**config.mk**
```make
export PLATFORM = sky130hd
export DESIGN_NAME = tls_scheduler
export DESIGN_NICKNAME = d
export VERILOG_FILES = /design/src/shared/tls_pkg.sv /design/src/rtl/tls_point_calc.sv /design/src/rtl/tls_scheduler.sv
export SDC_FILE = /design/constraint.sdc
export NUM_CORES = 1
export LEC_CHECK = 0
export ABC_AREA = 0
export BUFFER_PORTS_ARGS = -buffer_cell sky130_fd_sc_hd__buf_2
export CORE_MARGIN = 4
export CORE_UTILIZATION = 51
export CTS_CLUSTER_SIZE = 28
export DETAILED_ROUTE_END_ITERATION = 8
export PLACE_DENSITY = 0.69
export SLEW_MARGIN = 20
export SYNTH_ARGS = -nofsm -noshare
export SYNTH_HDL_FRONTEND = slang
export SYNTH_SLANG_ARGS = --single-unit
```
**constraint.sdc**
```tcl
create_clock -name i_clk_sys -period 7.9 [get_ports i_clk_sys]
set_input_delay 1.185 -clock i_clk_sys [delete_from_list [all_inputs] [get_ports i_clk_sys]]
set_output_delay 1.185 -clock i_clk_sys [all_outputs]
set_load 0.05 [all_outputs]
```
**src/shared/tls_pkg.sv**
```systemverilog
// Purpose: Shared constants and types for the twilight lighting scheduler
// Assumes: Times of day in whole seconds since midnight (0..86399)
// Notes:   Register map sits on APB, one 32-bit word per register
package tls_pkg;

    localparam int unsigned TLS_TOD_W        = 17;
    localparam logic [16:0] TLS_SEC_PER_DAY  = 17'h15180;
    localparam logic [16:0] TLS_MIN_OFFSET   = 17'h00001;

    localparam logic [7:0]  TLS_ST_FORCE_HI  = 8'h65;
    localparam logic [7:0]  TLS_ST_FORCE_LO  = 8'h66;
    localparam logic [7:0]  TLS_ST_MANUAL    = 8'h67;
    localparam logic [7:0]  TLS_ST_DISABLED  = 8'h68;
    localparam logic [7:0]  TLS_ST_BUTTON    = 8'h6e;
    localparam logic [7:0]  TLS_ST_DAY_ON    = 8'h6f;
    localparam logic [7:0]  TLS_ST_DAY_OFF   = 8'h70;
    localparam logic [7:0]  TLS_ST_RISE_ON   = 8'h71;
    localparam logic [7:0]  TLS_ST_RISE_OFF  = 8'h72;
    localparam logic [7:0]  TLS_ST_SET_ON    = 8'h73;
    localparam logic [7:0]  TLS_ST_SET_OFF   = 8'h74;
    localparam logic [7:0]  TLS_ST_IDLE      = 8'h00;

    localparam logic [11:0] TLS_OFS_CTRL     = 12'h000;
    localparam logic [11:0] TLS_OFS_DAY_ON   = 12'h004;
    localparam logic [11:0] TLS_OFS_DAY_OFF  = 12'h008;
    localparam logic [11:0] TLS_OFS_RISE_LD  = 12'h00c;
    localparam logic [11:0] TLS_OFS_RISE_LG  = 12'h010;
    localparam logic [11:0] TLS_OFS_SET_LD   = 12'h014;
    localparam logic [11:0] TLS_OFS_SET_LG   = 12'h018;
    localparam logic [11:0] TLS_OFS_STATUS   = 12'h01c;

    localparam int unsigned TLS_CTRL_ENA     = 0;
    localparam int unsigned TLS_CTRL_FHI     = 1;
    localparam int unsigned TLS_CTRL_FLO     = 2;
    localparam int unsigned TLS_CTRL_MAN     = 3;
    localparam int unsigned TLS_CTRL_SAT     = 4;
    localparam int unsigned TLS_CTRL_SUN     = 5;
    localparam int unsigned TLS_CTRL_REST    = 6;
    localparam logic [6:0]  TLS_CTRL_RST     = 7'h01;

    localparam logic [2:0]  TLS_DOW_SAT      = 3'h6;
    localparam logic [2:0]  TLS_DOW_SUN      = 3'h7;

    typedef struct packed {
        logic [16:0] time_of_day;
        logic [2:0]  day_of_week;
        logic [16:0] sunrise_time;
        logic [16:0] sunset_time;
        logic        rest_day_flag;
    } tls_cal_t;

    typedef struct packed {
        logic [16:0] day_on_time;
        logic [16:0] day_off_time;
        logic [16:0] pre_sunrise_lead;
        logic [16:0] post_sunrise_lag;
        logic [16:0] pre_sunset_lead;
        logic [16:0] post_sunset_lag;
    } tls_times_t;

endpackage

```
**src/rtl/tls_point_calc.sv**
```systemverilog
// Purpose: Compute sun-relative switch points, wrapped around midnight
// Assumes: Inputs in seconds, below one day
// Notes:   Offsets under the minimum leave the point inactive
`timescale 1ns/1ns
module tls_point_calc
    import tls_pkg::*;
(
    input  wire logic [16:0] i_base,
    input  wire logic [16:0] i_offset,
    input  wire logic        i_subtract,
    output logic      [16:0] o_point,
    output logic             o_active
);
    wire logic [17:0] sum_w  = {1'b0, i_base} + {1'b0, i_offset};
    wire logic [17:0] diff_w = {1'b0, i_base} + {1'b0, TLS_SEC_PER_DAY} - {1'b0, i_offset};
    wire logic [17:0] raw_w  = i_subtract ? diff_w : sum_w;
    wire logic [17:0] day_w  = {1'b0, TLS_SEC_PER_DAY};

    assign o_point  = (raw_w >= day_w) ? 17'(raw_w - day_w) : raw_w[16:0];
    assign o_active = (i_offset >= TLS_MIN_OFFSET);
endmodule

```
**src/rtl/tls_scheduler.sv**
```systemverilog
// Purpose: Twilight lighting scheduler with APB register access
// Assumes: Calendar inputs come from another clock or pins, synchronised here
// Notes:   One evaluation per clock; status reports last cause
// Notes on behaviour
// - Enable is asserted unless driven low
// - Disabled: output low, status 104
// - Force high only: output high, 101
// - Force low only: output low, 102
// - Both forces: output copies manual, 103
// - Button toggles output, status 110
// - Day on/off times switch, 111/112
// - Sunrise lead/lag points switch, 113/114
// - Sunset lead/lag points switch, 115/116
// - Zero setting disables that switch point
// - Sun offsets act only from one second
// - Weekend and rest days suppress unless allowed
//
// Added by the designer: the address map and the APB interface to the registers.
`timescale 1ns/1ns
module tls_scheduler
    import tls_pkg::*;
(
    input  wire logic        i_clk_sys,
    input  wire logic        i_resetn,
    input  wire logic        i_psel,
    input  wire logic        i_penable,
    input  wire logic        i_pwrite,
    input  wire logic [11:0] i_paddr,
    input  wire logic [31:0] i_pwdata,
    output logic      [31:0] o_prdata,
    output logic             o_pready,
    output logic             o_pslverr,
    input  wire logic        i_button,
    input  wire tls_cal_t    i_cal,
    output logic             o_switch,
    output logic      [7:0]  o_status
);
    logic [6:0]  ctrl_q;
    tls_times_t  times_q;
    tls_cal_t    cal_s1_q;
    tls_cal_t    cal_q;
    tls_cal_t    cal_p_q;
    logic        btn_s1_q;
    logic        btn_s2_q;
    logic        btn_prev_q;
    logic [16:0] tod_prev_q;
    logic        tod_valid_q;
    logic        sw_q;
    logic [7:0]  st_q;
    logic        sw_d;
    logic [7:0]  st_d;

    // Register access
    wire logic access_w = i_psel && i_penable;
    wire logic wr_w     = access_w && i_pwrite;
    wire logic hit_ctrl = (i_paddr == TLS_OFS_CTRL);
    wire logic hit_don  = (i_paddr == TLS_OFS_DAY_ON);
    wire logic hit_doff = (i_paddr == TLS_OFS_DAY_OFF);
    wire logic hit_rld  = (i_paddr == TLS_OFS_RISE_LD);
    wire logic hit_rlg  = (i_paddr == TLS_OFS_RISE_LG);
    wire logic hit_sld  = (i_paddr == TLS_OFS_SET_LD);
    wire logic hit_slg  = (i_paddr == TLS_OFS_SET_LG);
    wire logic hit_st   = (i_paddr == TLS_OFS_STATUS);
    wire logic mapped_w = hit_ctrl || hit_don || hit_doff || hit_rld || hit_rlg
                          || hit_sld || hit_slg || hit_st;
    logic [31:0] rdata_w;

    always_comb
    begin
        if (hit_ctrl)
            rdata_w = {25'h0000000, ctrl_q};
        else if (hit_don)
            rdata_w = {15'h0000, times_q.day_on_time};
        else if (hit_doff)
            rdata_w = {15'h0000, times_q.day_off_time};
        else if (hit_rld)
            rdata_w = {15'h0000, times_q.pre_sunrise_lead};
        else if (hit_rlg)
            rdata_w = {15'h0000, times_q.post_sunrise_lag};
        else if (hit_sld)
            rdata_w = {15'h0000, times_q.pre_sunset_lead};
        else if (hit_slg)
            rdata_w = {15'h0000, times_q.post_sunset_lag};
        else if (hit_st)
            rdata_w = {23'h000000, sw_q, st_q};
        else
            rdata_w = 32'h00000000;
    end

    always_ff @(posedge i_clk_sys)
    begin
        if (!i_resetn)
        begin
            ctrl_q  <= TLS_CTRL_RST;
            times_q <= '0;
        end
        else if (wr_w)
        begin
            if (hit_ctrl)
                ctrl_q <= i_pwdata[6:0];
            else if (hit_don)
                times_q.day_on_time <= i_pwdata[16:0];
            else if (hit_doff)
                times_q.day_off_time <= i_pwdata[16:0];
            else if (hit_rld)
                times_q.pre_sunrise_lead <= i_pwdata[16:0];
            else if (hit_rlg)
                times_q.post_sunrise_lag <= i_pwdata[16:0];
            else if (hit_sld)
                times_q.pre_sunset_lead <= i_pwdata[16:0];
            else if (hit_slg)
                times_q.post_sunset_lag <= i_pwdata[16:0];
        end
    end

    // Zero-wait slave: pready registered, high in the access cycle
    always_ff @(posedge i_clk_sys)
    begin
        if (!i_resetn)
        begin
            o_pready  <= 1'b0;
            o_pslverr <= 1'b0;
            o_prdata  <= 32'h00000000;
        end
        else
        begin
            o_pready  <= i_psel && !i_penable;
            o_pslverr <= i_psel && !i_penable && !mapped_w;
            o_prdata  <= rdata_w;
        end
    end

    // Input synchronisers
    always_ff @(posedge i_clk_sys)
    begin
        if (!i_resetn)
        begin
            cal_s1_q   <= '0;
            cal_q      <= '0;
            cal_p_q    <= '0;
            btn_s1_q   <= 1'b0;
            btn_s2_q   <= 1'b0;
            btn_prev_q <= 1'b0;
        end
        else
        begin
            cal_s1_q   <= i_cal;
            cal_q      <= cal_s1_q;
            cal_p_q    <= cal_q;
            btn_s1_q   <= i_button;
            btn_s2_q   <= btn_s1_q;
            btn_prev_q <= btn_s2_q;
        end
    end

    // Switch points
    logic [16:0] rise_on_w;
    logic [16:0] rise_off_w;
    logic [16:0] set_on_w;
    logic [16:0] set_off_w;
    logic        rise_on_act;
    logic        rise_off_act;
    logic        set_on_act;
    logic        set_off_act;

    tls_point_calc u_rise_on  (.i_base(cal_p_q.sunrise_time), .i_offset(times_q.pre_sunrise_lead),
                               .i_subtract(1'b1), .o_point(rise_on_w),  .o_active(rise_on_act));
    tls_point_calc u_rise_off (.i_base(cal_p_q.sunrise_time), .i_offset(times_q.post_sunrise_lag),
                               .i_subtract(1'b0), .o_point(rise_off_w), .o_active(rise_off_act));
    tls_point_calc u_set_on   (.i_base(cal_p_q.sunset_time),  .i_offset(times_q.pre_sunset_lead),
                               .i_subtract(1'b1), .o_point(set_on_w),   .o_active(set_on_act));
    tls_point_calc u_set_off  (.i_base(cal_p_q.sunset_time),  .i_offset(times_q.post_sunset_lag),
                               .i_subtract(1'b0), .o_point(set_off_w),  .o_active(set_off_act));

    // Calendar word used only after two equal samples, so a torn update never matches
    wire logic        cal_ok  = (cal_q == cal_p_q);
    wire logic [16:0] tod_w   = cal_p_q.time_of_day;
    // A point acts only in the cycle the time of day first reaches it
    wire logic        new_tod = cal_ok && (!tod_valid_q || (tod_w != tod_prev_q));
    wire logic ena_w   = ctrl_q[TLS_CTRL_ENA];
    wire logic fhi_w   = ctrl_q[TLS_CTRL_FHI];
    wire logic flo_w   = ctrl_q[TLS_CTRL_FLO];
    wire logic man_w   = ctrl_q[TLS_CTRL_MAN];
    wire logic btn_rise = btn_s2_q && !btn_prev_q;
    wire logic blocked = ((cal_p_q.day_of_week == TLS_DOW_SAT) && !ctrl_q[TLS_CTRL_SAT])
                         || ((cal_p_q.day_of_week == TLS_DOW_SUN) && !ctrl_q[TLS_CTRL_SUN])
                         || (cal_p_q.rest_day_flag && !ctrl_q[TLS_CTRL_REST]);
    wire logic auto_ok = new_tod && !blocked;
    wire logic hit_day_on  = auto_ok && (times_q.day_on_time != '0) && (tod_w == times_q.day_on_time);
    wire logic hit_day_off = auto_ok && (times_q.day_off_time != '0) && (tod_w == times_q.day_off_time);
    wire logic hit_r_on    = auto_ok && rise_on_act && (tod_w == rise_on_w);
    wire logic hit_r_off   = auto_ok && rise_off_act && (tod_w == rise_off_w);
    wire logic hit_s_on    = auto_ok && set_on_act && (tod_w == set_on_w);
    wire logic hit_s_off   = auto_ok && set_off_act && (tod_w == set_off_w);

    always_comb
    begin
        sw_d = sw_q;
        st_d = st_q;
        if (!ena_w)
        begin
            sw_d = 1'b0;
            st_d = TLS_ST_DISABLED;
        end
        else if (fhi_w && !flo_w)
        begin
            sw_d = 1'b1;
            st_d = TLS_ST_FORCE_HI;
        end
        else if (flo_w && !fhi_w)
        begin
            sw_d = 1'b0;
            st_d = TLS_ST_FORCE_LO;
        end
        else if (fhi_w && flo_w)
        begin
            sw_d = man_w;
            st_d = TLS_ST_MANUAL;
        end
        else if (btn_rise)
        begin
            sw_d = !sw_q;
            st_d = TLS_ST_BUTTON;
        end
        else if (hit_day_on)
        begin
            sw_d = 1'b1;
            st_d = TLS_ST_DAY_ON;
        end
        else if (hit_day_off)
        begin
            sw_d = 1'b0;
            st_d = TLS_ST_DAY_OFF;
        end
        else if (hit_r_on)
        begin
            sw_d = 1'b1;
            st_d = TLS_ST_RISE_ON;
        end
        else if (hit_r_off)
        begin
            sw_d = 1'b0;
            st_d = TLS_ST_RISE_OFF;
        end
        else if (hit_s_on)
        begin
            sw_d = 1'b1;
            st_d = TLS_ST_SET_ON;
        end
        else if (hit_s_off)
        begin
            sw_d = 1'b0;
            st_d = TLS_ST_SET_OFF;
        end
    end

    always_ff @(posedge i_clk_sys)
    begin
        if (!i_resetn)
        begin
            sw_q        <= 1'b0;
            st_q        <= TLS_ST_IDLE;
            tod_prev_q  <= '0;
            tod_valid_q <= 1'b0;
            o_switch    <= 1'b0;
            o_status    <= TLS_ST_IDLE;
        end
        else
        begin
            sw_q        <= sw_d;
            st_q        <= st_d;
            tod_prev_q  <= cal_ok ? tod_w : tod_prev_q;
            tod_valid_q <= tod_valid_q || cal_ok;
            o_switch    <= sw_d;
            o_status    <= st_d;
        end
    end

    AST_DISABLE_LOW: assert property (@(posedge i_clk_sys) disable iff (!i_resetn)
        !ena_w |=> (!o_switch && o_status == TLS_ST_DISABLED))
        else $error("disabled block drives output");
    AST_FORCE_HIGH: assert property (@(posedge i_clk_sys) disable iff (!i_resetn)
        (ena_w && fhi_w && !flo_w) |=> (o_switch && o_status == TLS_ST_FORCE_HI))
        else $error("force high not applied");
    AST_FORCE_LOW: assert property (@(posedge i_clk_sys) disable iff (!i_resetn)
        (ena_w && flo_w && !fhi_w) |=> (!o_switch && o_status == TLS_ST_FORCE_LO))
        else $error("force low not applied");
    AST_MANUAL_COPY: assert property (@(posedge i_clk_sys) disable iff (!i_resetn)
        (ena_w && flo_w && fhi_w) |=> (o_switch == $past(man_w) && o_status == TLS_ST_MANUAL))
        else $error("manual level not copied");
    AST_BUTTON_TOGGLE: assert property (@(posedge i_clk_sys) disable iff (!i_resetn)
        (ena_w && !fhi_w && !flo_w && btn_rise) |=> (o_switch != $past(o_switch) && o_status == TLS_ST_BUTTON))
        else $error("button did not toggle");
    AST_DAY_ON: assert property (@(posedge i_clk_sys) disable iff (!i_resetn)
        (ena_w && !fhi_w && !flo_w && !btn_rise && hit_day_on) |=> (o_switch && o_status == TLS_ST_DAY_ON))
        else $error("day on point missed");
    AST_ZERO_INACTIVE: assert property (@(posedge i_clk_sys) disable iff (!i_resetn)
        (ena_w && !fhi_w && !flo_w && !btn_rise && (times_q.day_on_time == '0) && !hit_day_off
         && !hit_r_on && !hit_r_off && !hit_s_on && !hit_s_off) |=> $stable(o_switch))
        else $error("zero day time acted");
    AST_BLOCKED_DAY: assert property (@(posedge i_clk_sys) disable iff (!i_resetn)
        blocked |-> !(hit_day_on || hit_day_off || hit_r_on || hit_r_off || hit_s_on || hit_s_off))
        else $error("switch on suppressed day");
    AST_HOLD: assert property (@(posedge i_clk_sys) disable iff (!i_resetn)
        (ena_w && !fhi_w && !flo_w && !btn_rise && !new_tod) |=> $stable(o_switch))
        else $error("output moved between points");
    AST_BTN_ONCE: assert property (@(posedge i_clk_sys) disable iff (!i_resetn)
        (ena_w && !fhi_w && !flo_w && btn_s2_q && btn_prev_q && !new_tod) |=> $stable(o_switch))
        else $error("button edge repeated");
    AST_SUN_MIN: assert property (@(posedge i_clk_sys) disable iff (!i_resetn)
        (times_q.pre_sunset_lead < TLS_MIN_OFFSET) |-> !hit_s_on)
        else $error("short offset acted");

    CV_BUTTON: cover property (@(posedge i_clk_sys) disable iff (!i_resetn) o_status == TLS_ST_BUTTON);
    CV_SET_ON: cover property (@(posedge i_clk_sys) disable iff (!i_resetn) o_status == TLS_ST_SET_ON);
    CV_RISE_OFF: cover property (@(posedge i_clk_sys) disable iff (!i_resetn) o_status == TLS_ST_RISE_OFF);
    CV_BLOCKED: cover property (@(posedge i_clk_sys) disable iff (!i_resetn) blocked && new_tod);
endmodule

```
**After elaboration in Yosys (flattened, before gate mapping)**

Cells that the tools add are included.

- Register bits after elaboration: 337
- Input bits: 105
- Output and inout bits: 43

- Add/subtract/negate cells: 10
- Order comparisons: 8
- Eq/ne operators: 18
- Multiplexer cells: 33
- Bitwise logic cells: 8
- Reductions and logical operators: 65

Operators by type and width:

| kind | number |
|---|---|
| $mux W17 | 10 |
| $eq A17 B17 Y1 | 6 |
| $mux W7 | 12 |
| $ge A18 B17 Y1 const B | 4 |
| $ge A17 B1 Y1 const B | 4 |
| $sub A17 B17 Y17 const B | 4 |
| $eq A55 B55 Y1 | 1 |
| $eq A12 B5 Y1 const B | 4 |
| $add A17 B17 Y18 | 2 |
| $add A17 B17 Y18 const B | 2 |
| $sub A18 B17 Y18 | 2 |
| $reduce_bool A17 Y1 | 2 |
| $logic_and A1 B1 Y1 | 25 |
| $eq A12 B4 Y1 const B | 2 |
| $ne A17 B17 Y1 | 1 |
| $eq A12 B3 Y1 const B | 1 |
| $logic_not A12 Y1 | 1 |
| $logic_not A1 Y1 | 11 |
| $logic_or A1 B1 Y1 | 11 |
| $ne A11 B1 Y1 const B | 1 |
| $mux W1 | 10 |
| $reduce_bool A10 Y1 | 1 |
| $mux W9 | 1 |
| $reduce_bool A9 Y1 | 1 |
| 14 further kinds | 23 |

**Longest topological paths before layout**

Gate-level depths: netlist (run 1).

- Word-level depth: 19
- Mapped depth: 22
- Gate-level depth less buffers: 22

**Cells and area by module**

Synthesis (run 1) repeated with hierarchy kept, for this count alone.

- Cells, all modules: 2779
- Area, all modules: 23650.2 sq um

Modules (own cells, without submodules):

| module | instances | cells each | area an instance (sq um) |
|---|---|---|---|
| tls_scheduler | 1 | 1407 | 13401.6 |
| tls_point_calc at u_rise_on ... | 2 | 343 | 2557.5 |
| tls_point_calc at u_set_on | 1 | 350 | 2641.3 |
| tls_point_calc at u_rise_off | 1 | 336 | 2492.4 |

**Least setup slack after synthesis (run 1)**

No wires, ideal clock.

- Path type: register -> register
- From: register times_q[18] in the netlist's numbering
- To: register st_q[1]
- Arrival time: 4.381 ns
- Data required time: 7.805 ns
- Slack: 3.424 ns
- Cell stages (with the launch flop): 21
- Clock period less this slack: 4.476 ns
- Cell sequence: dfxtp_1 -> inv_1 -> ha_1 -> ha_1 -> inv_1 -> fa_1 -> nand2b_1 -> a21oi_1 -> nor2_1 -> xnor2_1 -> ha_1 -> or3_1 -> nand3_1 -> o311ai_0 -> a2111oi_0 -> a221oi_1 -> or4_1 -> and2_1 -> o21ai_0 -> nand3_1 -> a221oi_1

- Cells in the longest elaborated chain, start to end: 13

Ends and longest elaborated chain:

| item | line | source |
|---|---|---|
| start, declared | tls_scheduler.sv:39 | `tls_times_t times_q;` |
| $sub A18 B17 Y18 | tls_point_calc.sv:15 | `wire logic [17:0] diff_w = {1'b0, i_base} + {1'b0, TLS_SEC_PER_DAY} - {1'b0, i_offset};` |
| $sub A17 B17 Y17 / $ge A18 B17 Y1 (equally long branches) | tls_point_calc.sv:19 | `assign o_point = (raw_w >= day_w) ? 17'(raw_w - day_w) : raw_w[16:0];` |
| $mux W17 | tls_point_calc.sv:19 |  |
| $eq A17 B17 Y1 | tls_scheduler.sv:193 | `wire logic hit_s_on = auto_ok && set_on_act && (tod_w == set_on_w);` |
| $logic_and A1 B1 Y1 * | tls_scheduler.sv:193 |  |
| $mux W7 | tls_scheduler.sv:245 | `else if (hit_s_on)` |
| $mux W7 | tls_scheduler.sv:240 | `else if (hit_r_off)` |
| $mux W7 | tls_scheduler.sv:235 | `else if (hit_r_on)` |
| $mux W7 | tls_scheduler.sv:230 | `else if (hit_day_off)` |
| $mux W7 | tls_scheduler.sv:225 | `else if (hit_day_on)` |
| $mux W7 | tls_scheduler.sv:220 | `else if (btn_rise)` |
| $mux W7 | tls_scheduler.sv:215 | `else if (fhi_w && flo_w)` |
| $mux W7 | tls_scheduler.sv:210 | `else if (flo_w && !fhi_w)` |
| end signal, assigned | tls_scheduler.sv:271 | `st_q <= st_d;` |
| end, declared | tls_scheduler.sv:49 | `logic [7:0] st_q;` |

Every way passes the cells marked *; elsewhere a longest branch is shown, timed or not.
A chain may end at the register's enable or synchronous reset.

**Worst setup path in the final report (run 1)**

Same ends and word-level chain as after synthesis.

==> run_results.csv, run 1 <==
group,metric,value,unit
die,coreArea,36800,um2
finish,n_fill_cell,3392,
power_and_ir_drop,power.density,180,nW/um2
setup_path,critPathMaxStageDelay,0.75,ns
place,dp_slack,2.50,ns
global_route,antenna_found_initial,1,
finish,drive_above_1_share,0.101,
cts,cts_resized,0,
yosys,netlist_top_cells_area,"dfxtp_1 34%, ha_1 6.8%, and2_1 6.0%, nand2_1 5.6%, xnor2_1 5.5%",
setup_path,start_kind,"register",
sta,max-slew-margin-rel,0.343,
setup_path,crit_arrival,6.03,ns
setup_path,crit_type,"reg2reg",
sta,hold_violations,0,
finish,final_nets,2573,
sta,setup_ws,2.31,ns
sta,fmax,179,MHz
die,rows,70,
yosys,yosysTopAreaCell,"dfxtp_1",
min_path,hp-class,"reg2reg",
cts,cts_tree,"yes",
cts,numCtsBuffers,35,
yosys,netlist_area,19100,um2
sta,period_share,0.708,
finish,diodes,0,
yosys,ys.flop_type,"dfxtp_1",
sta,drv_slew,0,
setup_path,crit_top_cell,"ha_1",
setup_path,worstPathCellList,"inv_1 -> ha_1 -> ha_1 -> inv_1 -> fa_1 -> nand2b_1 -> a21oi_1 -> nor2_1 -> xnor2_1 -> ha_1 -> or3_1 -> nand3_1 -> o311ai_0 -> a2111oi_0 -> a221oi_1 -> or4_1 -> and2_1 -> o21ai_0 -> nand3_1 -> a221oi_1",
die,ios,148,
yosys,netlist-cell-type-count,92,
cts,cts_root_buf,"clkbuf_16",
die,initial_core_util,0.519,
finish,layout.cells.most_common,"dfxtp_1",
yosys,synth_top_area_frac,0.336,
finish,syn_to_final_growth,10.4,%
sta,post-route-min-period,5.59,ns
yosys,synth_edf_count,0,
global_route,grt_max_degree,99,
route,drt_pass1_iterations,7,
flow_run,drv_cap,0,
die,die_h,202,um
sta,grt_setup_unrepaired,"no",
cts,insertion_delay,0.55,ns
cts,cts_setup_buffers,0,
route,first_iter_violations,1540,
setup_path,worstPathRequired,8.34,ns
finish,final_cell_mix,"321 x dfxtp_1, 284 x nand2_1, 206 x a21oi_1, 183 x and2_1, 119 x xnor2_1",
yosys,ys_ff_latch,321,
global_route,grt.overflow.total,0,
power_and_ir_drop,power_leakage,8.66,nW
setup_path,cp-end-kind,"register",
route,route.antenna.remaining_nets,0,
route,drcViolationCount,0,
yosys,ys_warn_count,0,
sta,tightest_slew,0.985,ns
setup_path,critPathMaxFanout,6,
die,die_w,202,um
sta,skew,0.0257,ns
setup_path,cpMaxStageDelayCell,"or4_1",
status,status,"completed",
sta,finalSetupViolCount,0,
cts,cts_buffer_depth,3,
yosys,avgSynthCellArea,8.30,um2
yosys,postSynth.asyncResetShare,0,
global_route,track_usage,0.300,
route,post_drt_wl_per_cell,22.4,um
yosys,ys_seq_area_frac,0.336,
sta,fin_hold_ws,0.427,ns
cts,clock_sinks,321,
die,dieArea,40600,um2
place,dp.final_hpwl,48.1,mm
place,io_buffers,116,
cts,htreeDepth,2,
route,vias,17300,
route,viasPerCell,6.05,
cts,clkTransAtPathRegs,0.06,ns
place,gp_congestion,1.01,
cts,ctsHoldBuffers,0,
setup_path,rrSetupSlack,2.31,ns
yosys,synth_cells,2303,
route,drt_wl_total,63.9,mm
sta,fin_setup_tns,0,ns
power_and_ir_drop,vdd.ir_drop.worst,220,uV
global_route,grt_pass1_wl,95.1,mm
global_route,first_global_vias,16200,
-- cell type report --
| cell class | count | area (um2) | share of cell area |
|---|---|---|---|
| timing repair buffer | 139 | 756 | 0.0358 |
| tap | 468 | 586 | 0.0278 |
| sequential | 321 | 6430 | 0.305 |
| clock buffer | 47 | 961 | 0.0456 |
| multi-input combinational | 1767 | 11800 | 0.560 |
| clock inverter | 14 | 183 | 0.00866 |
| inverter | 96 | 363 | 0.0172 |
-- Yosys cell counts (7+ instances only) --
master	instances
dfxtp_1	321
nand2_1	284
a21oi_1	206
and2_1	183
xnor2_1	119
nor2_1	113
ha_1	104
clkbuf_1	100
xor2_1	100
inv_1	95
o21ai_0	55
nor4_1	51
mux2i_1	38
nor3_1	35
nand3_1	33
a22oi_1	32
nand4_1	29
o211ai_1	29
a31oi_1	25
a21o_1	21
and3_1	19
nand2b_1	19
a211oi_1	18
buf_4	17
nor2b_1	15
or3_1	14
a221oi_1	13
o31ai_1	11
a211o_1	10
o21a_1	10
buf_2	9
nor3b_1	9
buf_1	8
and4_1	7
nand3b_1	7
o21ai_1	7
or2_2	7
-- cells by family after synthesis --
kind of cell / count (synthesis) / share of synthesized area
buffers and inverters: 230 / 0.0491
DFF: 321 / 0.336
xor gates and xnor gates: 223 / 0.105
other: 1 / 0.000196
muxes: 47 / 0.0288
and+or+nand+nor: 850 / 0.227
adders and majority gates: 108 / 0.0723
AOI/OAI and AO/OA: 523 / 0.181
-- final timing paths --
check,start,to,cells past startpoint
min reg2reg,cal_s1_q[43]$_SDFF_PN0_,cal_q[43]$_SDFF_PN0_,1
max,times_q[18]$_SDFFE_PN0P_,st_q[1]$_SDFFE_PP0P_,20
max reg2reg,times_q[18]$_SDFFE_PN0P_,st_q[1]$_SDFFE_PP0P_,20
min,cal_s1_q[43]$_SDFF_PN0_,cal_q[43]$_SDFF_PN0_,1
-- per-stage QoR --
step	instance area, um2	power, mW	util	std cells
2_1_floorplan	19200	2.06	-	2318
3_3_place_gp	19900	2.19	0.542	2791
3_5_place_dp	19900	2.20	0.542	2791
4_1_cts	21100	3.81	0.573	2852
5_1_grt	21100	3.92	0.573	2852
6_report	21100	3.80	0.573	2852
-- per-layer routing --
layer	share of wire	global-route usage	up-vias
met2	0.44	0.472	792
met5	0.0018	0.0190	-
met4	0.057	0.147	4
li1	-	-	8196
met1	0.41	0.387	8090
met3	0.099	0.0717	170
-- power breakdown --
part	total (mW)	leakage (nW)	switching [mW]	internal (mW)
Combinational	0.490	5.50	0.300	0.191
Clock	1.63	0.552	0.690	0.936
Sequential	1.68	2.62	0.0262	1.65
-- registers in the layout, indices dropped and copies added (netlist names), 6 cells and up --
signal,flops
ctrl_q,7
cal_p_q,38
times_q,102
tod_w,17
o_prdata,17
cal_q,55
tod_prev_q,17
st_q,6
cal_s1_q,55
-- worst max-delay path: cells and delay by family, from the launching register on --
family                     cells  cell delay (ns)
and+or+nand+nor                7             2.09
AOI/OAI and AO/OA              6             1.44
adders and majority gates      4             1.17
DFF                            1             0.42
xor gates and xnor gates       1             0.25
buffers and inverters          2             0.14
Note: power is estimated with default switching activity, not from simulation.
==> run 2: changes to the inputs <==
==> constraint.sdc (replaced) <==
create_clock -name i_clk_sys -period 5.85 [get_ports i_clk_sys]
set_input_delay 0.8775 -clock i_clk_sys [delete_from_list [all_inputs] [get_ports i_clk_sys]]
set_output_delay 0.8775 -clock i_clk_sys [all_outputs]
set_load 0.05 [all_outputs]
==> run 2 against run 1 <==
Compared with the run above: register-to-register slack got worse by 1.8 ns; count of clock-buffer cells in the layout is 3 higher; clock skew rose by 0.0037 ns; wire length rose by 0.79%; via count up 0.33%; final area increased by 0.93%; first-iteration DRC count increased by 14%; hold slack gained 0.0036 ns; critical endpoint unchanged; largest cell class unchanged; largest power group is now the clock network; highest routed layer is now met4.
==> run_results.csv, run 2 (synthesized netlist as in run 1, its figures left out) <==
group,metric,value,unit
status,status,"completed",
die,die_h,202,um
finish,final_cell_mix,"321 x dfxtp_1, 284 x nand2_1, 206 x a21oi_1, 183 x and2_1, 119 x xnor2_1",
cts,clock_sinks,321,
finish,syn_to_final_growth,11.4,%
route,viasPerCell,6.03,
finish,final_nets,2588,
setup_path,worstPathRequired,6.28,ns
finish,drive_above_1_share,0.108,
global_route,grt.overflow.total,0,
finish,ff_latch_area,6430,um2
power_and_ir_drop,switching_share,0.259,
flow_run,drv_cap,0,
route,top_layer,"met4",
setup_path,crit_type,"reg2reg",
finish,layout.cells.most_common,"dfxtp_1",
finish,diodes,0,
min_path,holdPathStages,1,
place,dp.final_hpwl,49.2,mm
sta,drv_slew,0,
setup_path,start_kind,"register",
sta,hold_violations,0,
power_and_ir_drop,p_sw,1.36,mW
power_and_ir_drop,p_int,3.90,mW
cts,numCtsBuffers,36,
cts,cts_buffer_depth,3,
route,vias,17300,
route,first_iter_violations,1753,
power_and_ir_drop,p_clk_frac,0.442,
setup_path,rrSetupSlack,0.47,ns
setup_path,critPathMaxStageDelay,0.74,ns
global_route,grt_pass1_wl,96.4,mm
route,met1_length,27.3,mm
global_route,grt_max_degree,103,
sta,tightest_slew,1.07,ns
sta,fin_hold_ws,0.431,ns
die,rows,70,
setup_path,cp-end-kind,"register",
global_route,track_usage,0.304,
place,io_buffers,116,
global_route,antenna_found_initial,1,
cts,cts_setup_buffers,0,
finish,largest_reg_flops,102,
cts,cts_root_buf,"clkbuf_16",
sta,grt_setup_unrepaired,"no",
die,coreArea,36800,um2
finish,n_fill_cell,3427,
power_and_ir_drop,power.density,247,nW/um2
cts,insertion_delay,0.54,ns
route,drt_pass1_iterations,6,
sta,skew,0.0294,ns
setup_path,cpMaxStageDelayCell,"or4_1",
finish,top_regs,"times_q: 102 flops, cal_q: 55 flops, cal_s1_q: 55 flops",
die,ios,148,
route,route.antenna.remaining_nets,0,
finish,top_register,"times_q",
sta,finalSetupViolCount,0,
sta,fin_setup_tns,0,ns
power_and_ir_drop,finalPower,5.27,mW
place,gp_congestion,1.03,
route,drt_wl_total,64.4,mm
min_path,min_to,"cal_q[26]$_SDFF_PN0_",
die,die_w,202,um
cts,ctsHoldBuffers,0,
cts,htreeDepth,2,
sta,period_share,0.920,
power_and_ir_drop,p_seq_frac,0.431,
die,dieArea,40600,um2
power_and_ir_drop,combPwrFrac,0.127,
power_and_ir_drop,power_leakage,8.79,nW
setup_path,r2r_end,"st_q[1]$_SDFFE_PP0P_",
route,post_drt_wl_per_cell,22.4,um
finish,multiInputGateArea,11800,um2
sta,fmax,186,MHz
min_path,hp-class,"reg2reg",
cts,cts_resized,0,
cts,cts_tree,"yes",
route,drcViolationCount,0,
die,initial_core_util,0.519,
sta,post-route-min-period,5.38,ns
sta,max-slew-margin-rel,0.281,
setup_path,crit_arrival,5.82,ns
route,wl_met3,6.17,mm
global_route,first_global_vias,16100,
cts,clkTransAtPathRegs,0.06,ns
power_and_ir_drop,vdd.ir_drop.worst,285,uV
setup_path,worstRegToRegCells,20,
setup_path,r2r_start,"times_q[18]$_SDFFE_PN0P_",
setup_path,worstPathCellList,"inv_1 -> ha_1 -> ha_1 -> inv_1 -> fa_1 -> nand2b_1 -> a21oi_1 -> nor2_1 -> xnor2_1 -> ha_1 -> or3_1 -> nand3_1 -> o311ai_0 -> a2111oi_0 -> a221oi_1 -> or4_1 -> and2_1 -> o21ai_0 -> nand3_1 -> a221oi_1",
route,wl_met2,27.9,mm
setup_path,critPathMaxFanout,6,
min_path,min-delay-start,"cal_s1_q[26]$_SDFF_PN0_",
setup_path,crit_top_cell,"ha_1",
## run 2: final cells by class
| cell class | instances | share of cell area |
|---|---|---|
| sequential | 321 | 0.302 |
| multi-input combinational | 1767 | 0.555 |
| inverter | 96 | 0.0170 |
| tap | 468 | 0.0275 |
| timing repair buffer | 153 | 0.0404 |
| clock inverter | 15 | 0.00852 |
| clock buffer | 50 | 0.0496 |
## run 2: worst max-delay path, delay by kind of cell (launching register included)
family / cells / cell delay, ns
AO/OA/AOI/OAI: 6 / 1.31
XOR/XNOR: 1 / 0.24
adder cells (fa/ha/maj): 4 / 1.16
buffers and inverters: 2 / 0.14
flip-flops: 1 / 0.40
AND/OR/NAND/NOR: 7 / 2.07
## run 2: power by group through the flow
stage | clock [mW] | sequential [mW] | combinational (mW)
2_1_floorplan | 0 | 2.31 | 0.477
3_3_place_gp | 0 | 2.31 | 0.644
3_5_place_dp | 0 | 2.32 | 0.656
4_1_cts | 2.35 | 2.27 | 0.661
5_1_grt | 2.45 | 2.27 | 0.729
6_report | 2.33 | 2.27 | 0.670
## run 2: through the flow
step / instance area (um2) / setup slack (ns) / instances / util
2_1_floorplan: 19200 / 1.37 / 2318 / -
3_3_place_gp: 20000 / 0.604 / 2805 / 0.545
3_5_place_dp: 20000 / 0.580 / 2805 / 0.545
4_1_cts: 21300 / 0.538 / 2870 / 0.579
5_1_grt: 21300 / 0.180 / 2870 / 0.579
6_report: 21300 / 0.465 / 2870 / 0.579
## run 2: layer usage
layer / GRT usage / vias up
met2: 0.470 / 774
met1: 0.413 / 8148
met5: 0 / -
li1: - / 8217
met4: 0.126 / 0
met3: 0.0643 / 170
## run 2: how the worst max path moves through the flow
stage / from / to / cells after the start
CTS: times_q[18]$_SDFFE_PN0P_ / st_q[1]$_SDFFE_PP0P_ / 20
floorplan: times_q[18]$_SDFFE_PN0P_ / st_q[1]$_SDFFE_PP0P_ / 20
global placement: times_q[18]$_SDFFE_PN0P_ / st_q[1]$_SDFFE_PP0P_ / 20
global route: times_q[18]$_SDFFE_PN0P_ / sw_q$_SDFFE_PN0P_ / 19
finish: times_q[18]$_SDFFE_PN0P_ / st_q[1]$_SDFFE_PP0P_ / 20
detailed placement: times_q[18]$_SDFFE_PN0P_ / st_q[1]$_SDFFE_PP0P_ / 20
